**config.mk**
```make
export PLATFORM = sky130hd
export DESIGN_NAME = uart_feature_regs
export DESIGN_NICKNAME = d
export VERILOG_FILES = /design/src/rtl/uart_feature_pkg.sv /design/src/rtl/uart_feature_regs.sv
export SDC_FILE = /design/constraint.sdc
export NUM_CORES = 1
export LEC_CHECK = 0
export BUFFER_PORTS_ARGS = -buffer_cell sky130_fd_sc_hd__buf_4
export CORE_MARGIN = 1
export CORE_UTILIZATION = 60
export DETAILED_ROUTE_END_ITERATION = 8
export HOLD_SLACK_MARGIN = 0.06
export PLACE_DENSITY = 0.93
export SLEW_MARGIN = 10
export SYNTH_ARGS = -nofsm -noshare
export SYNTH_HDL_FRONTEND = slang
export SYNTH_SLANG_ARGS = --single-unit
```
**constraint.sdc**
```tcl
create_clock -name clock -period 3.9 [get_ports clock]
set_clock_uncertainty 0.05 [all_clocks]
set_input_delay 0.78 -clock clock [delete_from_list [all_inputs] [get_ports clock]]
set_output_delay 0.78 -clock clock [all_outputs]
set_load 0.05 [all_outputs]
```
**src/rtl/uart_feature_pkg.sv**
```systemverilog
/*
 * Constants for the UART feature register block: register indices,
 * field positions, reset values, FIFO size and timing figures.
 * Assumes a single 100 MHz device clock.
 */
package uart_feature_pkg;

	// Register indices on the register port
	localparam logic [3:0] ADDR_RX_FLOW_THRESHOLD  = 4'h0;
	localparam logic [3:0] ADDR_FIFO_TRIGGER       = 4'h1;
	localparam logic [3:0] ADDR_TX_FREE_SPACE      = 4'h2;
	localparam logic [3:0] ADDR_RX_FILL_COUNT      = 4'h3;
	localparam logic [3:0] ADDR_PIN_DIRECTION      = 4'h4;
	localparam logic [3:0] ADDR_PIN_LEVEL          = 4'h5;
	localparam logic [3:0] ADDR_PIN_IRQ_ENABLE     = 4'h6;
	localparam logic [3:0] ADDR_PIN_FUNCTION       = 4'h7;
	localparam logic [3:0] ADDR_EXTRA_FEATURES     = 4'h8;
	localparam logic [3:0] ADDR_BAUD_DIV_LOW       = 4'h9;
	localparam logic [3:0] ADDR_BAUD_DIV_HIGH      = 4'hA;
	localparam logic [3:0] ADDR_BAUD_FRACTION      = 4'hB;

	// Reset values
	localparam logic [7:0] RST_RX_FLOW_THRESHOLD = 8'h0F;
	localparam logic [7:0] RST_FIFO_TRIGGER      = 8'h00;
	localparam logic [7:0] RST_BAUD_DIV_LOW      = 8'h01;
	localparam logic [7:0] RST_BAUD_DIV_HIGH     = 8'h00;
	localparam logic [7:0] RST_BAUD_FRACTION     = 8'h00;
	localparam logic [7:0] RST_ZERO              = 8'h00;

	// Pin function control fields
	localparam int PFC_LATCH      = 0;
	localparam int PFC_MODEM_A    = 1;
	localparam int PFC_MODEM_B    = 2;
	localparam int PFC_SOFT_RESET = 3;
	localparam logic [7:0] PFC_STORED_MASK = 8'h07;

	// Extra line feature fields
	localparam int ELF_NINE_BIT   = 0;
	localparam int ELF_RX_DISABLE = 1;
	localparam int ELF_TX_DISABLE = 2;
	localparam int ELF_RS485_EN   = 4;
	localparam int ELF_RS485_INV  = 5;
	localparam int ELF_IR_FAST    = 7;
	localparam logic [7:0] ELF_STORED_MASK = 8'hB7;

	// Baud fraction fields
	localparam logic [7:0] FRAC_STORED_MASK = 8'h3F;
	localparam int FRAC_SAMPLE_LO = 4;
	localparam int FRAC_SAMPLE_HI = 5;

	// FIFO size and count width
	localparam int          FIFO_DEPTH = 64;
	localparam int          CNT_W      = 7;
	localparam logic [1:0]  LEVEL_PAD  = 2'b00;

	// Legacy trigger choices selected by the fifo control register
	localparam logic [CNT_W-1:0] TX_TRIG_SEL0 = 7'h08;
	localparam logic [CNT_W-1:0] TX_TRIG_SEL1 = 7'h10;
	localparam logic [CNT_W-1:0] TX_TRIG_SEL2 = 7'h20;
	localparam logic [CNT_W-1:0] TX_TRIG_SEL3 = 7'h38;
	localparam logic [CNT_W-1:0] RX_TRIG_SEL0 = 7'h08;
	localparam logic [CNT_W-1:0] RX_TRIG_SEL1 = 7'h10;
	localparam logic [CNT_W-1:0] RX_TRIG_SEL2 = 7'h38;
	localparam logic [CNT_W-1:0] RX_TRIG_SEL3 = 7'h3C;

	// Receive timeout
	localparam int CLOCK_MHZ         = 100;
	localparam int RX_TIMEOUT_US     = 40;
	localparam int RX_TIMEOUT_CYCLES = RX_TIMEOUT_US * CLOCK_MHZ;
	localparam int TIMEOUT_W         = 13;

	// Receive sampling rate
	typedef enum logic [1:0] {
		SAMPLE_16X = 2'b00,
		SAMPLE_8X  = 2'b01,
		SAMPLE_4X  = 2'b10
	} sample_rate_t;

endpackage : uart_feature_pkg

```
**src/rtl/uart_feature_regs.sv**
```systemverilog
/*
 * Configuration and status registers of one UART channel pair: flow
 * threshold, FIFO triggers and levels, eight general-purpose pins with
 * modem multiplexing, extra line features and the fractional divisor.
 * Assumes the rest of the UART supplies FIFO counts, busy flags and the
 * enhanced-function enable, and that every input is synchronous.
 */
`timescale 1ns/100ps

module uart_feature_regs
	import uart_feature_pkg::*;
#(
	parameter int TIMEOUT_CYCLES = RX_TIMEOUT_CYCLES
) (
	input  wire logic                  clock,
	input  wire logic                  rst_n,
	input  wire logic [3:0]            regAddr,
	input  wire logic                  regWrite,
	input  wire logic                  regRead,
	input  wire logic [7:0]            regWdata,
	output logic      [7:0]            regRdata,
	input  wire logic                  enhancedEnable,
	input  wire logic [1:0]            txTrigSelect,
	input  wire logic [1:0]            rxTrigSelect,
	input  wire logic                  autoRtsEnable,
	input  wire logic                  autoXonEnable,
	input  wire logic [CNT_W-1:0]      txFifoCount,
	input  wire logic [CNT_W-1:0]      rxFifoCount,
	input  wire logic                  rxLineIdle,
	input  wire logic                  txShiftBusy,
	input  wire logic                  rxShiftBusy,
	input  wire logic                  txActive,
	output logic                       rtsN,
	output logic                       xonRequest,
	output logic                       txReadyIrq,
	output logic                       rxReadyIrq,
	output logic                       rxTimeoutIrq,
	input  wire logic [7:0]            gpioIn,
	output logic      [7:0]            gpioOut,
	output logic      [7:0]            gpioOe,
	output logic                       gpioIrq,
	input  wire logic                  terminal_ready_a_n,
	input  wire logic                  terminal_ready_b_n,
	output logic                       ring_indicate_a_n,
	output logic                       carrier_detect_a_n,
	output logic                       set_ready_a_n,
	output logic                       ring_indicate_b_n,
	output logic                       carrier_detect_b_n,
	output logic                       set_ready_b_n,
	output logic                       irFastMode,
	output logic                       txEnable,
	output logic                       rxEnable,
	output logic                       nineBitMode,
	output logic      [15:0]           divisorInt,
	output logic      [3:0]            divisorFrac,
	output sample_rate_t               sampleRate
);

	// Software registers
	logic [7:0] flowThr_q, flowThr_d;
	logic [7:0] trig_q, trig_d;
	logic [7:0] pinDir_q, pinDir_d;
	logic [7:0] pinOutVal_q, pinOutVal_d;
	logic [7:0] pinIrqEn_q, pinIrqEn_d;
	logic [7:0] pinFunc_q, pinFunc_d;
	logic [7:0] features_q, features_d;
	logic [7:0] divLow_q, divLow_d;
	logic [7:0] divHigh_q, divHigh_d;
	logic [7:0] frac_q, frac_d;

	// Block state
	logic [7:0]           pinRef_q, pinRef_d;
	logic [7:0]           pinLatched_q, pinLatched_d;
	logic [7:0]           pinPend_q, pinPend_d;
	logic                 flowHalted_q, flowHalted_d;
	logic [TIMEOUT_W-1:0] idleCnt_q, idleCnt_d;

	// Registered outputs
	logic [7:0]   rdata_d;
	logic         rts_d, xon_d, txIrq_d, rxIrq_d, toIrq_d;
	logic [7:0]   gOut_d, gOe_d;
	logic         gIrq_d;
	logic         txEn_d, rxEn_d;
	sample_rate_t rate_d;

	// Derived levels
	logic [CNT_W-1:0] haltLevel, resumeLevel, txTrig, rxTrig, txFree;
	logic [7:0]       pinView, irqMask, changed;
	logic             writeHit, readLevel, modemA, modemB, flowRts;
	logic [TIMEOUT_W-1:0] timeoutLimit;

	always_comb begin
		haltLevel   = {1'b0, flowThr_q[3:0], LEVEL_PAD};
		resumeLevel = {1'b0, flowThr_q[7:4], LEVEL_PAD};
		txFree      = CNT_W'(FIFO_DEPTH) - txFifoCount;
		if (trig_q[3:0] != 4'h0) begin
			txTrig = {1'b0, trig_q[3:0], LEVEL_PAD};
		end else begin
			unique case (txTrigSelect)
				2'b00: txTrig = TX_TRIG_SEL0;
				2'b01: txTrig = TX_TRIG_SEL1;
				2'b10: txTrig = TX_TRIG_SEL2;
				2'b11: txTrig = TX_TRIG_SEL3;
			endcase
		end
		if (trig_q[7:4] != 4'h0) begin
			rxTrig = {1'b0, trig_q[7:4], LEVEL_PAD};
		end else begin
			unique case (rxTrigSelect)
				2'b00: rxTrig = RX_TRIG_SEL0;
				2'b01: rxTrig = RX_TRIG_SEL1;
				2'b10: rxTrig = RX_TRIG_SEL2;
				2'b11: rxTrig = RX_TRIG_SEL3;
			endcase
		end
		modemA       = pinFunc_q[PFC_MODEM_A];
		modemB       = pinFunc_q[PFC_MODEM_B];
		writeHit     = regWrite;
		readLevel    = regRead && (regAddr == ADDR_PIN_LEVEL);
		timeoutLimit = TIMEOUT_W'(TIMEOUT_CYCLES);
		// Latched mode shows the captured level of input pins
		pinView = pinFunc_q[PFC_LATCH] ? pinLatched_q : gpioIn;
		irqMask = ~pinDir_q;
		if (modemA) begin
			irqMask[7:4] = 4'h0;
		end
		if (modemB) begin
			irqMask[3:0] = 4'h0;
		end
		changed = gpioIn ^ pinRef_q;
	end

	// Register writes to the software registers
	always_comb begin
		flowThr_d    = flowThr_q;
		trig_d       = trig_q;
		pinDir_d     = pinDir_q;
		pinOutVal_d  = pinOutVal_q;
		pinIrqEn_d   = pinIrqEn_q;
		pinFunc_d    = pinFunc_q;
		features_d   = features_q;
		divLow_d     = divLow_q;
		divHigh_d    = divHigh_q;
		frac_d       = frac_q;
		if (writeHit) begin
			unique case (regAddr)
				ADDR_RX_FLOW_THRESHOLD: begin
					if (enhancedEnable) begin
						flowThr_d = regWdata;
					end
				end
				ADDR_FIFO_TRIGGER: begin
					if (enhancedEnable) begin
						trig_d = regWdata;
					end
				end
				ADDR_PIN_DIRECTION:  pinDir_d    = regWdata;
				ADDR_PIN_LEVEL:      pinOutVal_d = regWdata;
				ADDR_PIN_IRQ_ENABLE: pinIrqEn_d  = regWdata;
				ADDR_PIN_FUNCTION: begin
					pinFunc_d = regWdata & PFC_STORED_MASK;
					if (regWdata[PFC_SOFT_RESET]) begin
						pinFunc_d[PFC_MODEM_A] = 1'b0;
						pinFunc_d[PFC_MODEM_B] = 1'b0;
					end
				end
				ADDR_EXTRA_FEATURES: features_d = regWdata & ELF_STORED_MASK;
				ADDR_BAUD_DIV_LOW:   divLow_d   = regWdata;
				ADDR_BAUD_DIV_HIGH:  divHigh_d  = regWdata;
				ADDR_BAUD_FRACTION: begin
					if (enhancedEnable) begin
						frac_d = regWdata & FRAC_STORED_MASK;
					end
				end
				default: begin
				end
			endcase
		end
	end

	// Pin change tracking
	always_comb begin
		pinRef_d     = pinRef_q;
		pinLatched_d = pinLatched_q;
		pinPend_d    = pinPend_q;
		if (pinFunc_q[PFC_LATCH]) begin
			// Change is captured and held until the level read
			for (int i = 0; i < 8; i++) begin
				if (changed[i] && !pinPend_q[i]) begin
					pinLatched_d[i] = gpioIn[i];
					pinPend_d[i]    = 1'b1;
				end
			end
			if (readLevel) begin
				pinRef_d     = pinLatched_q;
				pinPend_d    = 8'h00;
				pinLatched_d = gpioIn;
			end
		end else begin
			// Pending follows the difference, so a revert clears it
			pinLatched_d = gpioIn;
			pinPend_d    = readLevel ? 8'h00 : changed;
			if (readLevel) begin
				pinRef_d = gpioIn;
			end
		end
	end

	// Flow control and interrupts
	always_comb begin
		flowHalted_d = flowHalted_q;
		xon_d        = 1'b0;
		if (!flowHalted_q && rxFifoCount >= haltLevel) begin
			flowHalted_d = 1'b1;
		end else if (flowHalted_q && rxFifoCount <= resumeLevel) begin
			flowHalted_d = 1'b0;
			xon_d        = autoXonEnable;
		end
		flowRts = autoRtsEnable & flowHalted_q;
		if (features_q[ELF_RS485_EN]) begin
			rts_d = ~(txActive ^ features_q[ELF_RS485_INV]);
		end else begin
			rts_d = flowRts;
		end
		txIrq_d = txFree >= txTrig;
		rxIrq_d = rxFifoCount >= rxTrig;
		if (rxFifoCount == '0 || !rxLineIdle) begin
			idleCnt_d = '0;
		end else if (idleCnt_q != timeoutLimit) begin
			idleCnt_d = idleCnt_q + TIMEOUT_W'(1);
		end else begin
			idleCnt_d = idleCnt_q;
		end
		toIrq_d = idleCnt_d == timeoutLimit;
		gIrq_d  = |(pinPend_d & pinIrqEn_q & irqMask);
	end

	// Pins, line controls and read data
	always_comb begin
		gOe_d  = pinDir_q;
		gOut_d = pinOutVal_q;
		if (modemB) begin
			gOut_d[1] = terminal_ready_b_n;
		end
		if (modemA) begin
			gOut_d[5] = terminal_ready_a_n;
		end
		if (!features_q[ELF_TX_DISABLE]) begin
			txEn_d = 1'b1;
		end else begin
			txEn_d = txEnable & txShiftBusy;
		end
		if (!features_q[ELF_RX_DISABLE]) begin
			rxEn_d = 1'b1;
		end else begin
			rxEn_d = rxEnable & rxShiftBusy;
		end
		if (frac_q[FRAC_SAMPLE_HI]) begin
			rate_d = SAMPLE_4X;
		end else if (frac_q[FRAC_SAMPLE_LO]) begin
			rate_d = SAMPLE_8X;
		end else begin
			rate_d = SAMPLE_16X;
		end
		rdata_d = 8'h00;
		if (regRead) begin
			unique case (regAddr)
				ADDR_RX_FLOW_THRESHOLD: rdata_d = flowThr_q;
				ADDR_FIFO_TRIGGER:      rdata_d = trig_q;
				ADDR_TX_FREE_SPACE:     rdata_d = {1'b0, txFree};
				ADDR_RX_FILL_COUNT:     rdata_d = {1'b0, rxFifoCount};
				ADDR_PIN_DIRECTION:     rdata_d = pinDir_q;
				ADDR_PIN_LEVEL:         rdata_d = pinView;
				ADDR_PIN_IRQ_ENABLE:    rdata_d = pinIrqEn_q;
				ADDR_PIN_FUNCTION:      rdata_d = pinFunc_q;
				ADDR_EXTRA_FEATURES:    rdata_d = features_q;
				ADDR_BAUD_DIV_LOW:      rdata_d = divLow_q;
				ADDR_BAUD_DIV_HIGH:     rdata_d = divHigh_q;
				ADDR_BAUD_FRACTION:     rdata_d = frac_q;
				default:                rdata_d = 8'h00;
			endcase
		end
	end

	always_ff @(posedge clock) begin
		if (!rst_n) begin
			flowThr_q    <= RST_RX_FLOW_THRESHOLD;
			trig_q       <= RST_FIFO_TRIGGER;
			pinDir_q     <= RST_ZERO;
			pinOutVal_q  <= RST_ZERO;
			pinIrqEn_q   <= RST_ZERO;
			pinFunc_q    <= RST_ZERO;
			features_q   <= RST_ZERO;
			divLow_q     <= RST_BAUD_DIV_LOW;
			divHigh_q    <= RST_BAUD_DIV_HIGH;
			frac_q       <= RST_BAUD_FRACTION;
			pinRef_q     <= RST_ZERO;
			pinLatched_q <= RST_ZERO;
			pinPend_q    <= RST_ZERO;
			flowHalted_q <= 1'b0;
			idleCnt_q    <= '0;
			regRdata     <= RST_ZERO;
			rtsN         <= 1'b0;
			xonRequest   <= 1'b0;
			txReadyIrq   <= 1'b0;
			rxReadyIrq   <= 1'b0;
			rxTimeoutIrq <= 1'b0;
			gpioOut      <= RST_ZERO;
			gpioOe       <= RST_ZERO;
			gpioIrq      <= 1'b0;
			txEnable     <= 1'b1;
			rxEnable     <= 1'b1;
			sampleRate   <= SAMPLE_16X;
		end else begin
			flowThr_q    <= flowThr_d;
			trig_q       <= trig_d;
			pinDir_q     <= pinDir_d;
			pinOutVal_q  <= pinOutVal_d;
			pinIrqEn_q   <= pinIrqEn_d;
			pinFunc_q    <= pinFunc_d;
			features_q   <= features_d;
			divLow_q     <= divLow_d;
			divHigh_q    <= divHigh_d;
			frac_q       <= frac_d;
			pinRef_q     <= pinRef_d;
			pinLatched_q <= pinLatched_d;
			pinPend_q    <= pinPend_d;
			flowHalted_q <= flowHalted_d;
			idleCnt_q    <= idleCnt_d;
			regRdata     <= rdata_d;
			rtsN         <= rts_d;
			xonRequest   <= xon_d;
			txReadyIrq   <= txIrq_d;
			rxReadyIrq   <= rxIrq_d;
			rxTimeoutIrq <= toIrq_d;
			gpioOut      <= gOut_d;
			gpioOe       <= gOe_d;
			gpioIrq      <= gIrq_d;
			txEnable     <= txEn_d;
			rxEnable     <= rxEn_d;
			sampleRate   <= rate_d;
		end
	end

	// Modem inputs and line options follow the registers
	always_ff @(posedge clock) begin
		if (!rst_n) begin
			ring_indicate_a_n  <= 1'b1;
			carrier_detect_a_n <= 1'b1;
			set_ready_a_n      <= 1'b1;
			ring_indicate_b_n  <= 1'b1;
			carrier_detect_b_n <= 1'b1;
			set_ready_b_n      <= 1'b1;
			irFastMode         <= 1'b0;
			nineBitMode        <= 1'b0;
			divisorInt         <= {RST_BAUD_DIV_HIGH, RST_BAUD_DIV_LOW};
			divisorFrac        <= RST_BAUD_FRACTION[3:0];
		end else begin
			ring_indicate_a_n  <= modemA ? gpioIn[7] : 1'b1;
			carrier_detect_a_n <= modemA ? gpioIn[6] : 1'b1;
			set_ready_a_n      <= modemA ? gpioIn[4] : 1'b1;
			ring_indicate_b_n  <= modemB ? gpioIn[3] : 1'b1;
			carrier_detect_b_n <= modemB ? gpioIn[2] : 1'b1;
			set_ready_b_n      <= modemB ? gpioIn[0] : 1'b1;
			irFastMode         <= features_q[ELF_IR_FAST];
			nineBitMode        <= features_q[ELF_NINE_BIT];
			divisorInt         <= {divHigh_q, divLow_q};
			divisorFrac        <= frac_q[3:0];
		end
	end

endmodule : uart_feature_regs

```
==> reports/results.tsv <==
metric	value	unit
ys_seq_area_share	43.1	%
grt_max_degree	63	
p_leak	3.63	nW
ys_types	67	
yosysMostFrequentCell	dfxtp_1	
overflow	0	
clock_sinks	171	
synth_compound_area_share	11.5	%
multiInputGateArea	4200	µm²
worstPathRequired	4.18	ns
status	finished, final reports clean	
synth_top_family_by_area	simple AND/OR/NAND/NOR gates	
num_vias	6665	
synthArstFlopShare	0	%
num_antenna_cells	0	
dp.cells	1098	
yosys_warnings	0	
synthXorXnorAreaFrac	2.64	%
clk_pin_slew	0.07	ns
htree_levels	4	
core-area	12800	µm²
syn_avg_cell_area	9.18	µm²
synth_top_area_cell	dfxtp_1	
drtIter0Drc	764	
die_w	117	µm
synth_nets	940	
ys_ff_latch	171	
synth_top_area_share	43.1	%
muxShareOfSynthArea	11.3	%
min_period	2.53	ns
layoutNonFillerInstCount	1129	
post_drt_wl_per_cell	18.2	µm
crit_path_end_kind	flop	
peakVddDrop	0.379	mV
synth_commonest_cells	dfxtp_1, nand2_1, mux2i_1, nor2b_1, nor2_1	
cts_hold_buf	0	
synthTopCellsByArea	dfxtp_1, mux2i_1, nor2b_1	
postCtsSetupRepairBufs	0	
die_h	117	µm
wl	20600	µm
r2r-start	idleCnt_q[0]$_SDFF_PN0_	
grt_pass1_wl	32300	µm
critical_path_class	input port to flop	
arrival	2.81	ns
dpl.hpwl	14100	µm
antenna_found_initial	0	
io_pins	113	
hp-start	features_q[1]$_SDFFE_PN0P_	
crit_fanout	30	
seq_area	3420	µm²
synthFlopType	dfxtp_1	
cts_buffers	17	
ctsResizeCount	0	
setup_violations	0	
tightest_slew	0.899	ns
power_density	420	nW/µm²
start_util	62.2	%
port_buffers	112	
critPathLaunchType	input port	
viasPerCell	5.90	
drc	0	
rows	41	
dr.pass1.iters	5	
clk_latency	0.43	ns
worstHoldPathCells	1	
slew_violations	0	
die_area	13700	µm²
rr_worst_depth	6	
netlist_instances	866	
final_nets	1019	
cts_root_buffer	clkbuf_16	
relSlewSlack	40.0	%
layout-drive-gt1-share	18.2	%
fillerInstances	904	
grt_usage	31.4	%
tritoncts	built	
rsz0062_at_grt	false	
grt_pass1_vias	6271	
synthesis.area	7950	µm²
crit_start	regAddr[3]	
gp_congestion	0.981	
drv_cap	0	
synth_fa_ha_area_share	3.62	%
hold_violations	0	
finalCritPeriodShare	64.8	%
area_delta_synth_final	18.7	%
fin_tns_setup	0	ns
synth-edff-count	0	
synth-simple-area-share	23.8	%
final_antenna_net_count	0	
hold_class	flop to flop	
cts_max_path_buffers	2	
max_freq	396	MHz
[worst max-delay path, stage by stage]
cell,delay (ns)
buf_4,0.29
nor2b_1,0.60
nand2_1,0.26
nor3_2,0.52
mux2i_1,0.28
nor2b_1,0.07
[path summary, 6_finish.rpt]
kind,endpoint,slack [ns]
worst min-delay path,rxEnable$_SDFF_PN1_,0.39
worst max-delay path,features_q[2]$_SDFFE_PN0P_,1.37
worst max register to register,rxTimeoutIrq$_SDFF_PN0_,1.52
worst min register to register,rxEnable$_SDFF_PN1_,0.39
[cells in the final DEF (no fill, tap or decap), types with 12 or more instances in the layout]
cell / n
dfxtp_1: 171
buf_4: 115
nand2_1: 76
mux2i_1: 74
nor2b_1: 68
nor2_1: 51
and2_1: 49
a21oi_1: 33
nand3_1: 26
inv_1: 24
a21boi_0: 23
ha_1: 23
clkbuf_16: 17
nor3_1: 16
xor2_1: 15
o21ai_0: 13
nor4_1: 12
[power by group]
| group | leakage (nW) | switching (mW) | total, mW | internal [mW] |
|---|---|---|---|---|
| Sequential | 1.39 | 0.0263 | 1.80 | 1.78 |
| Combinational | 1.94 | 0.207 | 0.344 | 0.137 |
| Clock | 0.306 | 0.704 | 1.82 | 1.11 |
| Total | 3.63 | 0.938 | 3.97 | 3.03 |
[cells by family after synthesis]
logic type               after synthesis
AND/OR/NAND/NOR                      351
flip-flops                           171
adder cells (fa/ha/maj)               23
buffers and inverters                 79
AO/OA/AOI/OAI                        133
XOR/XNOR                              24
multiplexers                          85
[cell type report]
cell class              count  share of cell area [%]
multi-input cells         616                    44.6
repair buffers            115                    9.15
clock buffers              20                    4.84
flip-flops and latches    171                    36.3
inverters                  24                   0.955
well taps                 172                    2.28
clock inverters            11                    1.92
[sequential cells by signal (all words and copies together) (netlist names), 2 cells and up]
register	count
trig_q	8
pinLatched_q	8
pinPend_q	8
pinFunc_q	3
divisorFrac	4
divLow_q	8
pinRef_q	8
pinOutVal_q	8
frac_q	6
divHigh_q	8
sampleRate	2
gpioOut	8
idleCnt_q	13
gOe_d	8
features_q	6
divisorInt	16
regRdata	8
flowThr_q	8
pinIrqEn_q	8
gpioOe	8
[per-stage QoR]
stage	utilization, %	hold slack, ns	cell area [µm²]	setup WS, ns	power [mW]
floorplan	-	0.330	7950	1.58	2.05
global placement	68.9	0.365	8800	1.08	2.17
detailed placement	68.9	0.370	8800	0.972	2.18
CTS	73.9	0.387	9430	1.44	3.97
global route	73.9	0.408	9430	1.23	4.08
finish	73.9	0.391	9430	1.37	3.97
[layer usage]
layer	wire (µm)	GRT usage [%]
met2	9260	49.1
met4	742	15.7
met3	1760	7.31
met5	0	0
met1	8830	41.0
Note: power is estimated with default switching activity, not from simulation.
